<file path="src/upc_pkg.sv">
// shared constants and types of the usb port power state controller
package upc_pkg;

    // ------------------------------------------------------------
    // timing
    // ------------------------------------------------------------
    localparam int UPC_CLK_PERIOD_NS = 100;
    localparam int UPC_DISCH_TIME_US = 200;
    localparam logic [15:0] UPC_DISCH_CYCLES =
        16'(UPC_DISCH_TIME_US * 1000 / UPC_CLK_PERIOD_NS);
    localparam int UPC_IDLE_TIME_US = 2000;
    localparam logic [15:0] UPC_IDLE_CYCLES =
        16'(UPC_IDLE_TIME_US * 1000 / UPC_CLK_PERIOD_NS);
    localparam int UPC_DWELL_TIME_US = 1000;
    localparam logic [15:0] UPC_DWELL_CYCLES =
        16'(UPC_DWELL_TIME_US * 1000 / UPC_CLK_PERIOD_NS);

    // ------------------------------------------------------------
    // register map and fields
    // ------------------------------------------------------------
    localparam logic [7:0] UPC_REG_STATE = 8'h00;
    localparam logic [7:0] UPC_REG_INT_STATUS = 8'h01;
    localparam logic [7:0] UPC_REG_INT_MASK = 8'h02;
    localparam logic [7:0] UPC_REG_ILIM = 8'h03;
    localparam logic [7:0] UPC_REG_CONTROLS = 8'h04;
    localparam int UPC_INT_ERROR_BIT = 0;
    localparam int UPC_INT_ATTACH_BIT = 1;
    localparam int UPC_INT_REMOVAL_BIT = 2;
    localparam int UPC_INT_WIDTH = 3;
    localparam logic [2:0] UPC_INT_MASK_RESET = 3'h0;

    // ------------------------------------------------------------
    // mode codes: {emulation_enable, mode_select_high, mode_select_low}
    // ------------------------------------------------------------
    localparam logic [2:0] UPC_MODE_NONE = 3'h0;
    localparam logic [2:0] UPC_MODE_PASSTHRU = 3'h1;
    localparam logic [2:0] UPC_MODE_CDP = 3'h3;
    localparam logic [2:0] UPC_MODE_CYCLE = 3'h4;
    localparam logic [3:0] UPC_PROFILE_LAST = 4'h7;

    typedef enum logic [2:0] {
        UPC_OFF, UPC_SLEEP, UPC_DETECT, UPC_ERROR, UPC_ACTIVE
    } upc_state_type;

    typedef struct packed {
        logic pe;
        logic s0;
        logic [2:0] mode;
        logic src_ok;
        logic attached;
        logic fault;
    } upc_inputs_type;

    typedef struct packed {
        upc_inputs_type in;
        upc_state_type pstate;
        logic powered;
        logic on_step;
        logic [15:0] tmr;
        logic awake;
        logic [15:0] idle;
        logic [UPC_INT_WIDTH-1:0] int_status;
        logic [UPC_INT_WIDTH-1:0] int_mask;
        logic [2:0] ilim;
        logic ilim_fixed;
        logic [3:0] profile;
        logic [15:0] prof_tmr;
        logic [7:0] rd_data;
    } upc_regs_type;

endpackage

</file>
<file path="src/upc_power_state_control.sv">
// power state controller for a usb port power switch
//
// What this block does
// - below core supply threshold: Off, state lost, bus ignored, switches open.
// - Sleep keeps logic, follows emulation controls, wakes for bus; switches off.
// - Detect looks for attach when mode nonzero, high-speed off, keeps config, no monitoring.
// - register port fully usable while in Detect.
// - any fault forces Error whatever the controls select.
// - Active closes port switch, runs emulation except in pass-through, limiting and current monitoring.
// - Sleep for enable off, select 0, not pass-through; or enable, select 0, mode 0.
// - Detect when select 1 and enable off, or supply low with mode nonzero.
// - supply good, enable, select 1, mode nonzero, unattached: Detect until attach.
// - supply good, enable, select 0, mode nonzero: Active, port always on.
// - supply good, enable, select 1, mode nonzero, attached: Active, removal on.
// - select 0, unattached, cycle mode: keep stepping through emulation profiles.
// - current limit fixed at power-up; software may only lower it.
// - Detect to Active: attach off, bypass open, discharge, then port on.
// - first read in Sleep wakes and returns zero; idle time resleeps.
//
// The address map and strobed register access are this design's own decisions.
`timescale 1ns/1ps
module upc_power_state_control
    import upc_pkg::*;
#(
    parameter logic [15:0] IDLE_CYCLES = UPC_IDLE_CYCLES,
    parameter logic [15:0] DWELL_CYCLES = UPC_DWELL_CYCLES
) (
    input wire logic clock,
    input wire logic resetn,
    input wire logic core_supply_ok,
    input wire logic source_supply_ok,
    input wire logic port_power_enable,
    input wire logic attach_detect_select,
    input wire logic mode_select_low,
    input wire logic mode_select_high,
    input wire logic emulation_enable,
    input wire logic device_attached,
    input wire logic fault,
    input wire logic [2:0] ilim_strap,
    input wire logic [7:0] addr,
    input wire logic [7:0] wr_data,
    input wire logic wr_strobe,
    input wire logic rd_strobe,
    output logic [7:0] rd_data,
    output logic irq,
    output logic port_switch_on,
    output logic bypass_switch_on,
    output logic hs_switch_on,
    output logic discharge_on,
    output logic attach_detect_on,
    output logic removal_detect_on,
    output logic current_monitor_on,
    output logic emulation_on,
    output logic [3:0] emulation_profile,
    output logic [2:0] current_limit,
    output logic [2:0] power_state
);

    // ------------------------------------------------------------
    // reset release
    // ------------------------------------------------------------
    logic rst_meta_ff;
    logic rst_n_ff;

    always_ff @(posedge clock or negedge resetn) begin
        if (!resetn) begin
            rst_meta_ff <= 1'b0;
            rst_n_ff <= 1'b0;
        end else begin
            rst_meta_ff <= 1'b1;
            rst_n_ff <= rst_meta_ff;
        end
    end

    // ------------------------------------------------------------
    // state
    // ------------------------------------------------------------
    localparam upc_regs_type REGS_RESET = '{
        in: '0, pstate: UPC_OFF, powered: 1'b0, on_step: 1'b0,
        tmr: '0, awake: 1'b0, idle: '0, int_status: '0,
        int_mask: UPC_INT_MASK_RESET, ilim: '0, ilim_fixed: 1'b0,
        profile: '0, prof_tmr: '0, rd_data: '0
    };

    upc_regs_type st_ff;
    upc_regs_type nxt_st;
    logic all_zero;
    logic pass_mode;
    logic to_sleep;
    logic to_detect;
    logic to_active;
    logic bus_open;
    logic disch_phase;
    logic [UPC_INT_WIDTH-1:0] ev;

    assign all_zero = (st_ff.in.mode == UPC_MODE_NONE);
    assign pass_mode = (st_ff.in.mode == UPC_MODE_PASSTHRU);
    assign to_sleep = (!st_ff.in.pe && !st_ff.in.s0 && !pass_mode)
        || (st_ff.in.pe && !st_ff.in.s0 && all_zero);
    assign to_detect = st_ff.in.s0 && (!st_ff.in.pe
        || (!st_ff.in.src_ok && !all_zero)
        || (!st_ff.in.attached && !all_zero)
        || all_zero);
    assign to_active = st_ff.in.pe && st_ff.in.src_ok && !all_zero
        && (!st_ff.in.s0 || st_ff.in.attached);
    assign disch_phase = (st_ff.pstate == UPC_ACTIVE) && !st_ff.on_step;
    // in Sleep the bus stays shut until a read wakes it; that first read is a dummy, and writes before it are ignored
    assign bus_open = st_ff.powered
        && ((st_ff.pstate != UPC_SLEEP) || st_ff.awake);

    always_comb begin
        nxt_st = st_ff;
        ev = '0;
        nxt_st.rd_data = 8'h00;
        nxt_st.in = '{pe: port_power_enable, s0: attach_detect_select,
            mode: {emulation_enable, mode_select_high, mode_select_low},
            src_ok: source_supply_ok, attached: device_attached,
            fault: fault};
        nxt_st.powered = 1'b1;
        // ------------------------------------------------------------
        // power state, re-evaluated every cycle
        // ------------------------------------------------------------
        if (st_ff.in.fault) begin
            nxt_st.pstate = UPC_ERROR;
        end else if (to_active) begin
            nxt_st.pstate = UPC_ACTIVE;
        end else if (to_detect) begin
            nxt_st.pstate = UPC_DETECT;
        end else if (to_sleep) begin
            nxt_st.pstate = UPC_SLEEP;
        end else if (st_ff.pstate == UPC_OFF || st_ff.pstate == UPC_ERROR) begin
            nxt_st.pstate = UPC_SLEEP;
        end
        // unlisted combinations keep the present state, except that Off and Error go to Sleep
        if (nxt_st.pstate == UPC_ACTIVE && st_ff.pstate != UPC_ACTIVE) begin
            // discharge only when coming from the bypass-fed Detect state
            nxt_st.on_step = (st_ff.pstate != UPC_DETECT);
            nxt_st.tmr = '0;
            if (st_ff.pstate == UPC_DETECT) begin
                ev[UPC_INT_ATTACH_BIT] = 1'b1;
            end
        end else if (disch_phase) begin
            nxt_st.tmr = st_ff.tmr + 16'h0001;
            if (st_ff.tmr == UPC_DISCH_CYCLES - 16'h0001) begin
                nxt_st.on_step = 1'b1;
            end
        end
        if (nxt_st.pstate == UPC_ERROR && st_ff.pstate != UPC_ERROR) begin
            ev[UPC_INT_ERROR_BIT] = 1'b1;
        end
        // raw pin: the flag is set as the registered copy falls
        if (st_ff.pstate == UPC_ACTIVE && st_ff.in.s0 && st_ff.in.attached
            && !device_attached) begin
            ev[UPC_INT_REMOVAL_BIT] = 1'b1;
        end
        // ------------------------------------------------------------
        // emulation profile cycling
        // ------------------------------------------------------------
        if (st_ff.pstate == UPC_ACTIVE && !st_ff.in.s0 && !st_ff.in.attached
            && st_ff.in.mode == UPC_MODE_CYCLE) begin
            nxt_st.prof_tmr = st_ff.prof_tmr + 16'h0001;
            if (st_ff.prof_tmr == DWELL_CYCLES - 16'h0001) begin
                nxt_st.prof_tmr = '0;
                nxt_st.profile = (st_ff.profile == UPC_PROFILE_LAST)
                    ? 4'h0 : st_ff.profile + 4'h1;
            end
        end else begin
            nxt_st.prof_tmr = '0;
        end
        // ------------------------------------------------------------
        // current limit strap, caught once after reset release
        // ------------------------------------------------------------
        if (!st_ff.ilim_fixed) begin
            nxt_st.ilim = ilim_strap;
            nxt_st.ilim_fixed = 1'b1;
        end
        // ------------------------------------------------------------
        // sleep wake and idle return
        // ------------------------------------------------------------
        if (st_ff.pstate != UPC_SLEEP) begin
            nxt_st.awake = 1'b0;
            nxt_st.idle = '0;
        end else if (rd_strobe || wr_strobe) begin
            nxt_st.idle = '0;
            if (rd_strobe) begin
                nxt_st.awake = 1'b1;
            end
        end else if (st_ff.awake) begin
            nxt_st.idle = st_ff.idle + 16'h0001;
            if (st_ff.idle == IDLE_CYCLES - 16'h0001) begin
                nxt_st.awake = 1'b0;
                nxt_st.idle = '0;
            end
        end
        // ------------------------------------------------------------
        // register port
        // ------------------------------------------------------------
        if (rd_strobe && bus_open) begin
            unique case (addr)
                UPC_REG_STATE: begin
                    nxt_st.rd_data = {3'h0, st_ff.on_step, st_ff.awake,
                        3'(st_ff.pstate)};
                end
                UPC_REG_INT_STATUS: begin
                    nxt_st.rd_data = {5'h00, st_ff.int_status};
                end
                UPC_REG_INT_MASK: begin
                    nxt_st.rd_data = {5'h00, st_ff.int_mask};
                end
                UPC_REG_ILIM: begin
                    nxt_st.rd_data = {5'h00, st_ff.ilim};
                end
                UPC_REG_CONTROLS: begin
                    nxt_st.rd_data = {st_ff.profile, 1'b0,
                        st_ff.in.mode};
                end
                default: begin
                    nxt_st.rd_data = 8'h00;
                end
            endcase
        end
        nxt_st.int_status = st_ff.int_status;
        if (wr_strobe && bus_open) begin
            unique case (addr)
                UPC_REG_INT_STATUS: begin
                    nxt_st.int_status = st_ff.int_status
                        & ~wr_data[UPC_INT_WIDTH-1:0];
                end
                UPC_REG_INT_MASK: begin
                    nxt_st.int_mask = wr_data[UPC_INT_WIDTH-1:0];
                end
                UPC_REG_ILIM: begin
                    if (st_ff.ilim_fixed && wr_data[2:0] <= st_ff.ilim) begin
                        nxt_st.ilim = wr_data[2:0];
                    end
                end
                default: begin
                end
            endcase
        end
        // a new event outranks a clear in the same cycle
        nxt_st.int_status = nxt_st.int_status | ev;
        if (!core_supply_ok) begin
            nxt_st = REGS_RESET;
        end
    end

    always_ff @(posedge clock or negedge rst_n_ff) begin
        if (!rst_n_ff) begin
            st_ff <= REGS_RESET;
        end else begin
            st_ff <= nxt_st;
        end
    end

    // ------------------------------------------------------------
    // outputs decoded from the registered state
    // ------------------------------------------------------------
    always_comb begin
        port_switch_on = (st_ff.pstate == UPC_ACTIVE) && st_ff.on_step;
        bypass_switch_on = (st_ff.pstate == UPC_DETECT) && !all_zero;
        discharge_on = disch_phase;
        hs_switch_on = port_switch_on && (pass_mode
            || st_ff.in.mode == UPC_MODE_CDP);
        attach_detect_on = (st_ff.pstate == UPC_DETECT) && !all_zero;
        removal_detect_on = (st_ff.pstate == UPC_ACTIVE)
            && st_ff.in.s0;
        current_monitor_on = port_switch_on;
        emulation_on = port_switch_on && !pass_mode;
    end

    assign emulation_profile = st_ff.profile;
    assign current_limit = st_ff.ilim;
    assign power_state = 3'(st_ff.pstate);
    assign rd_data = st_ff.rd_data;
    assign irq = |(st_ff.int_status & st_ff.int_mask);
endmodule

</file>
<file path="config.mk">
export PLATFORM = sky130hd
export DESIGN_NAME = upc_power_state_control
export DESIGN_NICKNAME = d
export VERILOG_FILES = /design/src/upc_pkg.sv /design/src/upc_power_state_control.sv
export SDC_FILE = /design/constraint.sdc
export NUM_CORES = 1
export LEC_CHECK = 0
export BUFFER_PORTS_ARGS = -buffer_cell sky130_fd_sc_hd__buf_4
export CAP_MARGIN = 20
export CORE_UTILIZATION = 25
export DETAILED_ROUTE_END_ITERATION = 8
export SLEW_MARGIN = 30
export SYNTH_ARGS = -nofsm -noshare
export SYNTH_HDL_FRONTEND = slang
export SYNTH_SLANG_ARGS = --single-unit
</file>
<file path="constraint.sdc">
create_clock -name clock -period 5.5 [get_ports clock]
set_clock_uncertainty 0.1 [all_clocks]
set_input_delay 1.375 -clock clock [delete_from_list [all_inputs] [get_ports clock]]
set_output_delay 1.375 -clock clock [all_outputs]
set_load 0.1 [all_outputs]
</file>
==> results_dict.tcl, run 1 <==
set metrics [dict create \
    num_rows 49 \
    path_cells "nor3b_4 > and2_1 > and3b_1 > buf_4" \
    die_area_mm2 0.01883 \
    hold_path_class "reg -> reg" \
    initial_core_util 0.2545 \
    fillerInstances 1868 \
    timing.fmax_mhz 290.3 \
    synth_edf_count 0 \
    drv_slew 0 \
    grt_pass1_wl_um 16700 \
    die_w_um 137.2 \
    root_buffer "clkbuf_16" \
    tns_ps 0 \
    crit_required_ps 4030 \
    clock_sinks 85 \
    yosysUniqueCellTypes 59 \
    synth_nets 515 \
    finalWirelength_um 10270 \
    clk_pin_slew_ps 60 \
    setup_viol_count_final 0 \
    cp_max_fo 10 \
    met1_usage 0.1540 \
    rsz0062_at_grt "no" \
    hpwl_um 7465 \
    grt_overflow 0 \
    leakage_nw 2.348 \
    yosysTopAreaCell "dfrtp_1" \
    period_share 0.6263 \
    tightest_slew_ps 789.0 \
    final.min_clock_period_ps 3445 \
    crit_arrival_ps 1970 \
    first_pass_iters 4 \
    vias_per_cell 4.711 \
    clockBufferDepth 2 \
    n_antenna_cell 0 \
    cts_hold_buffers 0 \
    cp_num_buf_inv 1 \
    ios 59 \
    netlist_instances 476 \
    fp.dieH_um 137.2 \
    critPathMaxStageDelay_ps 540 \
    final_antenna_net_count 0 \
    async_reset_ff_frac 1.000 \
    crit_path_end_kind "primary output" \
    drt_iter0_drc 224 \
    seqCellArea_mm2 0.002131 \
    worst_setup_path_start_kind "flop" \
    yosysSeqAreaShare 0.4652 \
    final_cell_mix "dfrtp_1 (84), nor2_1 (58), buf_4 (53)" \
    grt_usage 0.1155 \
    post-cts-setup-buffers 0 \
    status "complete, no violations" \
    synth.top_cell.area_share 0.4652 \
    cts_buffers 9 \
    drc 0 \
    critical_path_class "reg -> out" \
    netlist_area_mm2 0.004572 \
    portBuffers 53 \
    vdd_drop_max_mv 0.1954 \
    grt_use_met3 0.03826 \
    wl_per_cell_um 13.96 \
    power_density_mw_per_mm2 262.7 \
    synthFlopType "dfrtp_1" \
    grt_max_degree 84 \
    grt-busiest-layer "met2" \
    place_congestion 0.7868 \
    multi_input_area_mm2 0.002142 \
    critPathTopFamily "simple AND/OR/NAND/NOR gates" \
    maxCapViolCount 0 \
    met2_usage 0.1779 \
    cts_tree "done" \
    vias 3467 \
    drive_above_1_share 0.1598 \
    area_growth_pct 17.05 \
    layout_commonest_cell "dfrtp_1" \
    insertion_delay_ps 340 \
    coreArea_mm2 0.01796 \
    cts_resized 0 \
    utilization 0.2979 \
    yosys-top-cells-area "dfrtp_1 (47%), nor2_1 (4.8%), buf_4 (3.8%)" \
    timing.slew.headroom 0.4740 \
    ctsHtreeMaxLevel 3 \
    grt_pass1_vias 3253 \
    avgSynthCellArea_um2 9.605 \
    slowest_stage "dfrtp_1" \
    antenna_found_initial 0 \
    hold_violations 0 \
    nets 542 \
    ys_ff_latch 85 \
    ys_warn_count 0 \
]
path summary, 6_finish.rpt:
check	start	end	slack [ps]	cells after the start
setup / recovery	power_state[1]	hs_switch_on	2060	4
hold / removal	rst_meta_ff	rst_n_ff	250	0
setup reg to reg	st_ff[43]	st_ff[50]	2780	5
hold reg to reg	rst_meta_ff	rst_n_ff	250	0
max in group asynchronous	rst_n_ff	st_ff[12]	4420	1
min in group asynchronous	rst_n_ff	st_ff[76]	360	1
cells by family after synthesis:
logic type	Yosys count	synth area share
adders and majority gates	7	0.01916
DFF	85	0.4652
and+or+nand+nor	210	0.2493
xor gates and xnor gates	32	0.06130
AOI/OAI and AO/OA	69	0.1010
muxes	16	0.03503
other	1	0.0008202
buffers and inverters	56	0.06814
power breakdown:
part / internal, W / switching [W]
Clock: 0.000407 / 0.000240
Sequential: 0.000634 / 0.0000139
Combinational: 0.0000357 / 0.0000751
metrics by stage:
stage	std cells	setup WS [ps]	area [um^2]	power, W	hold slack [ps]
after floorplan	476	1393	4572	0.0007350	231.2
after global placement	721	2084	5024	0.0007710	236.6
after detailed placement	721	2065	5027	0.0007713	241.1
after CTS	736	1819	5343	0.001430	254.2
after global routing	736	1930	5351	0.001466	276.0
final	736	2055	5351	0.001406	252.2
registers in the layout (all words and copies together), names as in the netlist:
register           flops
st_ff                 65
rd_data                8
emulation_profile      4
current_limit          3
power_state            3
rst_meta_ff            1
rst_n_ff               1
cell usage after synthesis, drive strengths merged (4+ instances only):
cell type,n
nand3,24
ha,7
nand2,27
or4,4
and3,14
a21o,9
clkbuf,8
nand4,19
nor4,7
nor2,58
o21ai,18
buf,30
a21oi,13
dfrtp,85
and2,14
nor3b,6
nor3,14
xnor2,13
mux2i,16
xor2,19
inv,18
o22ai,4
layer usage:
layer	routed length [um]	share of wire
met1	4902	0.48
met2	4694	0.46
met3	574	0.056
met4	102	0.0099
met5	0	0
layout make-up:
cell class | instances | area share
tap | 229 | 0.05354
multi-input combinational | 335 | 0.4003
inverter | 18 | 0.01263
clock inverter | 4 | 0.01356
clock buffer | 11 | 0.04536
sequential | 85 | 0.3982
timing repair buffer | 54 | 0.07646
Note: power is estimated with default switching activity, not from simulation.
==> inputs of run 2 (changes only) <==
- clock period: 5.5 -> 2.8 ns (I/O delays scaled with it)
==> run 2 against run 1 <==
Flip-flop and latch count stayed put. Design area rose by 1.1%. Wire length up 1.2%. Non-clock buffer count is 13 higher. Register-to-register slack worse by 2300 ps. Final cell count grew 1.6%. Combinational power increased by 100%. Total power rose by 81%. Count of clock-buffer cells in the layout unchanged. Worst hold slack got worse by 220 ps.
==> results_dict.tcl, run 2 (synthesized netlist as in run 1, its figures left out) <==
set metrics [dict create \
    status "complete, no violations" \
    slowest_stage "dfrtp_1" \
    grt_pass1_wl_um 16950 \
    critPathTopFamily "simple AND/OR/NAND/NOR gates" \
    area_growth_pct 18.28 \
    clockBufferDepth 2 \
    ios 59 \
    num_rows 49 \
    grt_max_degree 50 \
    drc 0 \
    portBuffers 53 \
    crit_path_end_kind "primary output" \
    crit_cells 4 \
    whs_ps 32.07 \
    final_cell_mix "dfrtp_1 (83), buf_4 (65), nor2_1 (58)" \
    cts_buffers 9 \
    insertion_delay_ps 340 \
    critPathMaxStageDelay_ps 470 \
    largest_reg_flops 65 \
    timing.fmax_mhz 382.1 \
    hold_violations 0 \
    tns_ps 0 \
    cp_max_fo 6 \
    wl_per_cell_um 13.90 \
    r2r-start "st_ff[8]" \
    crit_arrival_ps 1820 \
    grt_overflow 0 \
    crit_required_ps 2000 \
    antenna_found_initial 0 \
    clock_sinks 85 \
    die_area_mm2 0.01883 \
    ctsHtreeMaxLevel 3 \
    r2r_end "emulation_profile[3]" \
    leakage_nw 2.395 \
    place_congestion 0.8244 \
    vdd_drop_max_mv 0.2223 \
    timing.slew.headroom 0.5652 \
    endpoint "hs_switch_on" \
    drt_iter0_drc 181 \
    initial_core_util 0.2545 \
    path_cells "nor3b_4 > and2_2 > and3b_2 > buf_4" \
    nets 555 \
    layout_commonest_cell "dfrtp_1" \
    worst_setup_path_start_kind "flop" \
    setup_viol_count_final 0 \
    r2r_slack_ps 460 \
    rsz0062_at_grt "no" \
    drv_slew 0 \
    largest-register "st_ff" \
    drive_above_1_share 0.1850 \
    final_antenna_net_count 0 \
    vias 3472 \
    finalWirelength_um 10400 \
    n_antenna_cell 0 \
    coreArea_mm2 0.01796 \
    clk_pin_slew_ps 60 \
    hpwl_um 7584 \
    tightest_slew_ps 652.2 \
    critical_path_class "reg -> out" \
    r2r_cells 6 \
    first_pass_iters 4 \
    place_area_mm2 0.005159 \
    fin_area_mm2 0.005408 \
    cp_num_buf_inv 1 \
    crit_start "power_state[0]" \
    hold_path_class "in -> async" \
    power_density_mw_per_mm2 471.3 \
    fp.dieH_um 137.2 \
    grt_pass1_vias 3324 \
    final.min_clock_period_ps 2617 \
    cts_tree "done" \
    vias_per_cell 4.642 \
    root_buffer "clkbuf_16" \
    grt_usage 0.1175 \
    maxCapViolCount 0 \
    die_w_um 137.2 \
    period_share 0.9346 \
]
## run 2: changes by cell type in the layout (fill, tap and decap cells not counted), sizes merged
| cell | delta |
|---|---|
| clkinv | +2 |
| bufinv | -2 |
| clkinvlp | -1 |
| buf | +13 |
## run 2: how the worst min path moves through the flow
stage / end
after floorplan: rst_n_ff
after global placement: rst_n_ff
after detailed placement: rst_n_ff
after CTS: rst_n_ff
after global routing: rst_n_ff
final: rst_n_ff
## run 2: worst reg2reg max path, stage by stage (launching register included)
cell and delay, ps:
dfrtp_1 370, ha_1 210, and3_1 270, nand2_1 100, or4_1 630, or4_1 430, a21oi_1 150
## run 2: final cells by class
class / count / area [um^2]
tap: 229 / 286.5
sequential: 85 / 2132
clock buffer: 11 / 232.7
multi-input combinational: 335 / 2146
fill: 1866 / 12560
timing repair buffer: 67 / 528.0
inverter: 18 / 67.56
clock inverter: 3 / 15.01
## run 2: report_power, final
group / switching, W / internal, W / total, W / leakage (nW)
registers: 0.0000350 / 0.00125 / 0.00128 / 1.16
logic: 0.000144 / 0.0000822 / 0.000226 / 1.11
clock network: 0.000456 / 0.000586 / 0.00104 / 0.125
## run 2: metal layers
layer  GRT usage  part of all wire  vias to the layer above
met1      0.1657              0.51                     1665
met5           0                 0                        -
met3     0.03017             0.039                        6
li1            -                 -                     1740
met4     0.04518            0.0083                        0
met2      0.1706              0.44                       61
## run 2: through the flow
step             util  total power, W  worst slack [ps]  instances
2_1_floorplan       -        0.001445             51.76        476
3_3_place_gp   0.2872        0.001530             191.7        734
3_5_place_dp   0.2872        0.001530             192.1        734
4_1_cts        0.3010        0.002592             66.34        748
5_1_grt        0.3010        0.002668             95.83        748
6_report       0.3010        0.002549             183.1        748
## run 2: timing repair
| item | in CTS | in global routing |
|---|---|---|
| setup endpoints to repair | 0 | 1 |
| hold buffers | 0 | 0 |
| gates resized for setup | 0 | 1 |
| buffers inserted | 0 | 0 |
==> inputs of run 3 (changes only) <==
- CORE_UTILIZATION: 25 -> 48
- PLACE_DENSITY: default -> 0.71
- SKIP_LAST_GASP: default -> 1
==> run 3 against run 2 <==
Die area fell by 47%. Sequential power barely moved. Final cell count fell by 13%. Count of clock-buffer cells in the layout fell by 1. Register-to-register slack got worse by 50 ps. Fmax fell by 1.7%. Total power fell by 7.0%. Design area fell by 3.7%. Wire length fell by 8.4%. Sequential share of layout area rose by 1.5 points. Worst hold slack improved by 180 ps.
==> results_dict.tcl, run 3 (synthesized netlist as in run 1, its figures left out) <==
set metrics [dict create \
    status "complete, no violations" \
    clk_pin_slew_ps 90 \
    vdd_drop_max_mv 0.2211 \
    largest_reg_flops 65 \
    placedCellCount 630 \
    layout_commonest_cell "dfrtp_1" \
    grt_usage 0.2034 \
    whs_ps 209.1 \
    crit_arrival_ps 1860 \
    comb_power_share 0.089 \
    vias_per_cell 5.446 \
    largest-register "st_ff" \
    seq_power_share 0.540 \
    n_antenna_cell 0 \
    cts_resized 0 \
    timing.fmax_mhz 375.5 \
    worst_setup_path_start_kind "flop" \
    grt_overflow 0 \
    clock_sinks 85 \
    final_cell_mix "dfrtp_1 (84), buf_4 (63), nor2_1 (58)" \
    rsz0062_at_grt "no" \
    ctsHtreeMaxLevel 3 \
    final_antenna_net_count 0 \
    cts_buffers 9 \
    drt_iter0_drc 148 \
    grt_max_degree 44 \
    final.min_clock_period_ps 2663 \
    antenna_found_initial 0 \
    power_density_mw_per_mm2 454.9 \
    clockBufferDepth 2 \
    drive_above_1_share 0.1850 \
    initial_core_util 0.4948 \
    wl_per_cell_um 14.70 \
    ios 59 \
    hpwl_um 6983 \
    grt_pass1_wl_um 15910 \
    pwr-share-clk 0.370 \
    num_rows 35 \
    hold_path_class "reg -> async" \
    area_growth_pct 13.93 \
    period_share 0.9511 \
    root_buffer "clkbuf_8" \
    swShare 0.2596 \
    coreArea_mm2 0.009240 \
    final_cells 648 \
    first_pass_iters 4 \
    tns_ps 0 \
    die_w_um 99.60 \
    finalPower_w 0.002370 \
    finalWirelength_um 9526 \
    leakage_nw 2.349 \
    insertion_delay_ps 350 \
    drv_slew 0 \
    vias 3529 \
    utilization 0.5637 \
    grt_pass1_vias 3359 \
    critical_path_class "reg -> out" \
    hold_violations 0 \
    timing.slew.headroom 0.6348 \
    drc 0 \
    tightest_slew_ps 547.8 \
    p_int_w 0.001754 \
    nets 553 \
    fp.dieH_um 99.60 \
    switching_power_w 0.0006152 \
    portBuffers 53 \
    place_congestion 0.8126 \
    crit_required_ps 2000 \
    maxCapViolCount 0 \
    cts_tree "done" \
    r2r_cells 6 \
    cp_max_fo 10 \
    crit_path_end_kind "primary output" \
    setup_viol_count_final 0 \
    die_area_mm2 0.009919 \
]
## run 3: changes by cell type in the layout (fill, tap and decap cells not counted), sizes merged
cell	previous run	this run
clkinv	3	2
clkinvlp	0	3
clkbuf	11	10
dlygate4sd3	0	1
bufinv	0	1
buf	67	64
## run 3: per-layer routing
| metal | track usage | up-vias | wire (um) |
|---|---|---|---|
| met5 | 0 | - | 0 |
| met4 | 0.06900 | 0 | 128 |
| met3 | 0.03865 | 12 | 434 |
| met2 | 0.3226 | 77 | 4553 |
| met1 | 0.2811 | 1708 | 4409 |
| li1 | - | 1732 | - |
## run 3: repair_timing
item,in CTS,in global routing
buffers inserted,0,1
hold endpoints to repair,0,2
endpoints found under the setup margin,0,1
hold buffers,0,1
## run 3: layout make-up
cell class / count / area (um^2)
multi-input cells: 335 / 2146
fillers: 819 / 4031
clock buffers: 10 / 137.6
well taps: 129 / 161.4
clock inverters: 6 / 62.56
flip-flops and latches: 85 / 2131
inverters: 18 / 67.56
repair buffers: 65 / 503.0
## run 3: path summary, 6_finish.rpt
path | slack [ps] | startpoint | end
worst max-delay path | 140 | power_state[1] | attach_detect_on
worst min-delay path | 210 | rst_n_ff | st_ff[81]
worst max register to register | 410 | power_state[0] | emulation_profile[3]
worst min register to register | 210 | rst_n_ff | st_ff[81]
max in group asynchronous | 1770 | rst_n_ff | st_ff[34]
min in group clock | 250 | rst_meta_ff | rst_n_ff
## run 3: power by group through the flow
stage	registers, W	clock network [W]	logic, W
floorplan	0.00130	0	0.000149
global placement	0.00131	0	0.000208
detailed placement	0.00131	0	0.000211
CTS	0.00128	0.000901	0.000212
global route	0.00129	0.000961	0.000231
finish	0.00128	0.000878	0.000212
## run 3: worst max-delay path, cell delays in order, from the launching register on
cell	delay, ps
dfrtp_1	610
nor3b_1	400
o31a_2	230
buf_4	280
## run 3: through the flow
stage	area, um^2	setup slack (ps)
CTS	5191	76.83
global placement	4991	231.6
detailed placement	4991	196.7
global route	5209	78.18
finish	5209	136.8
floorplan	4584	51.76
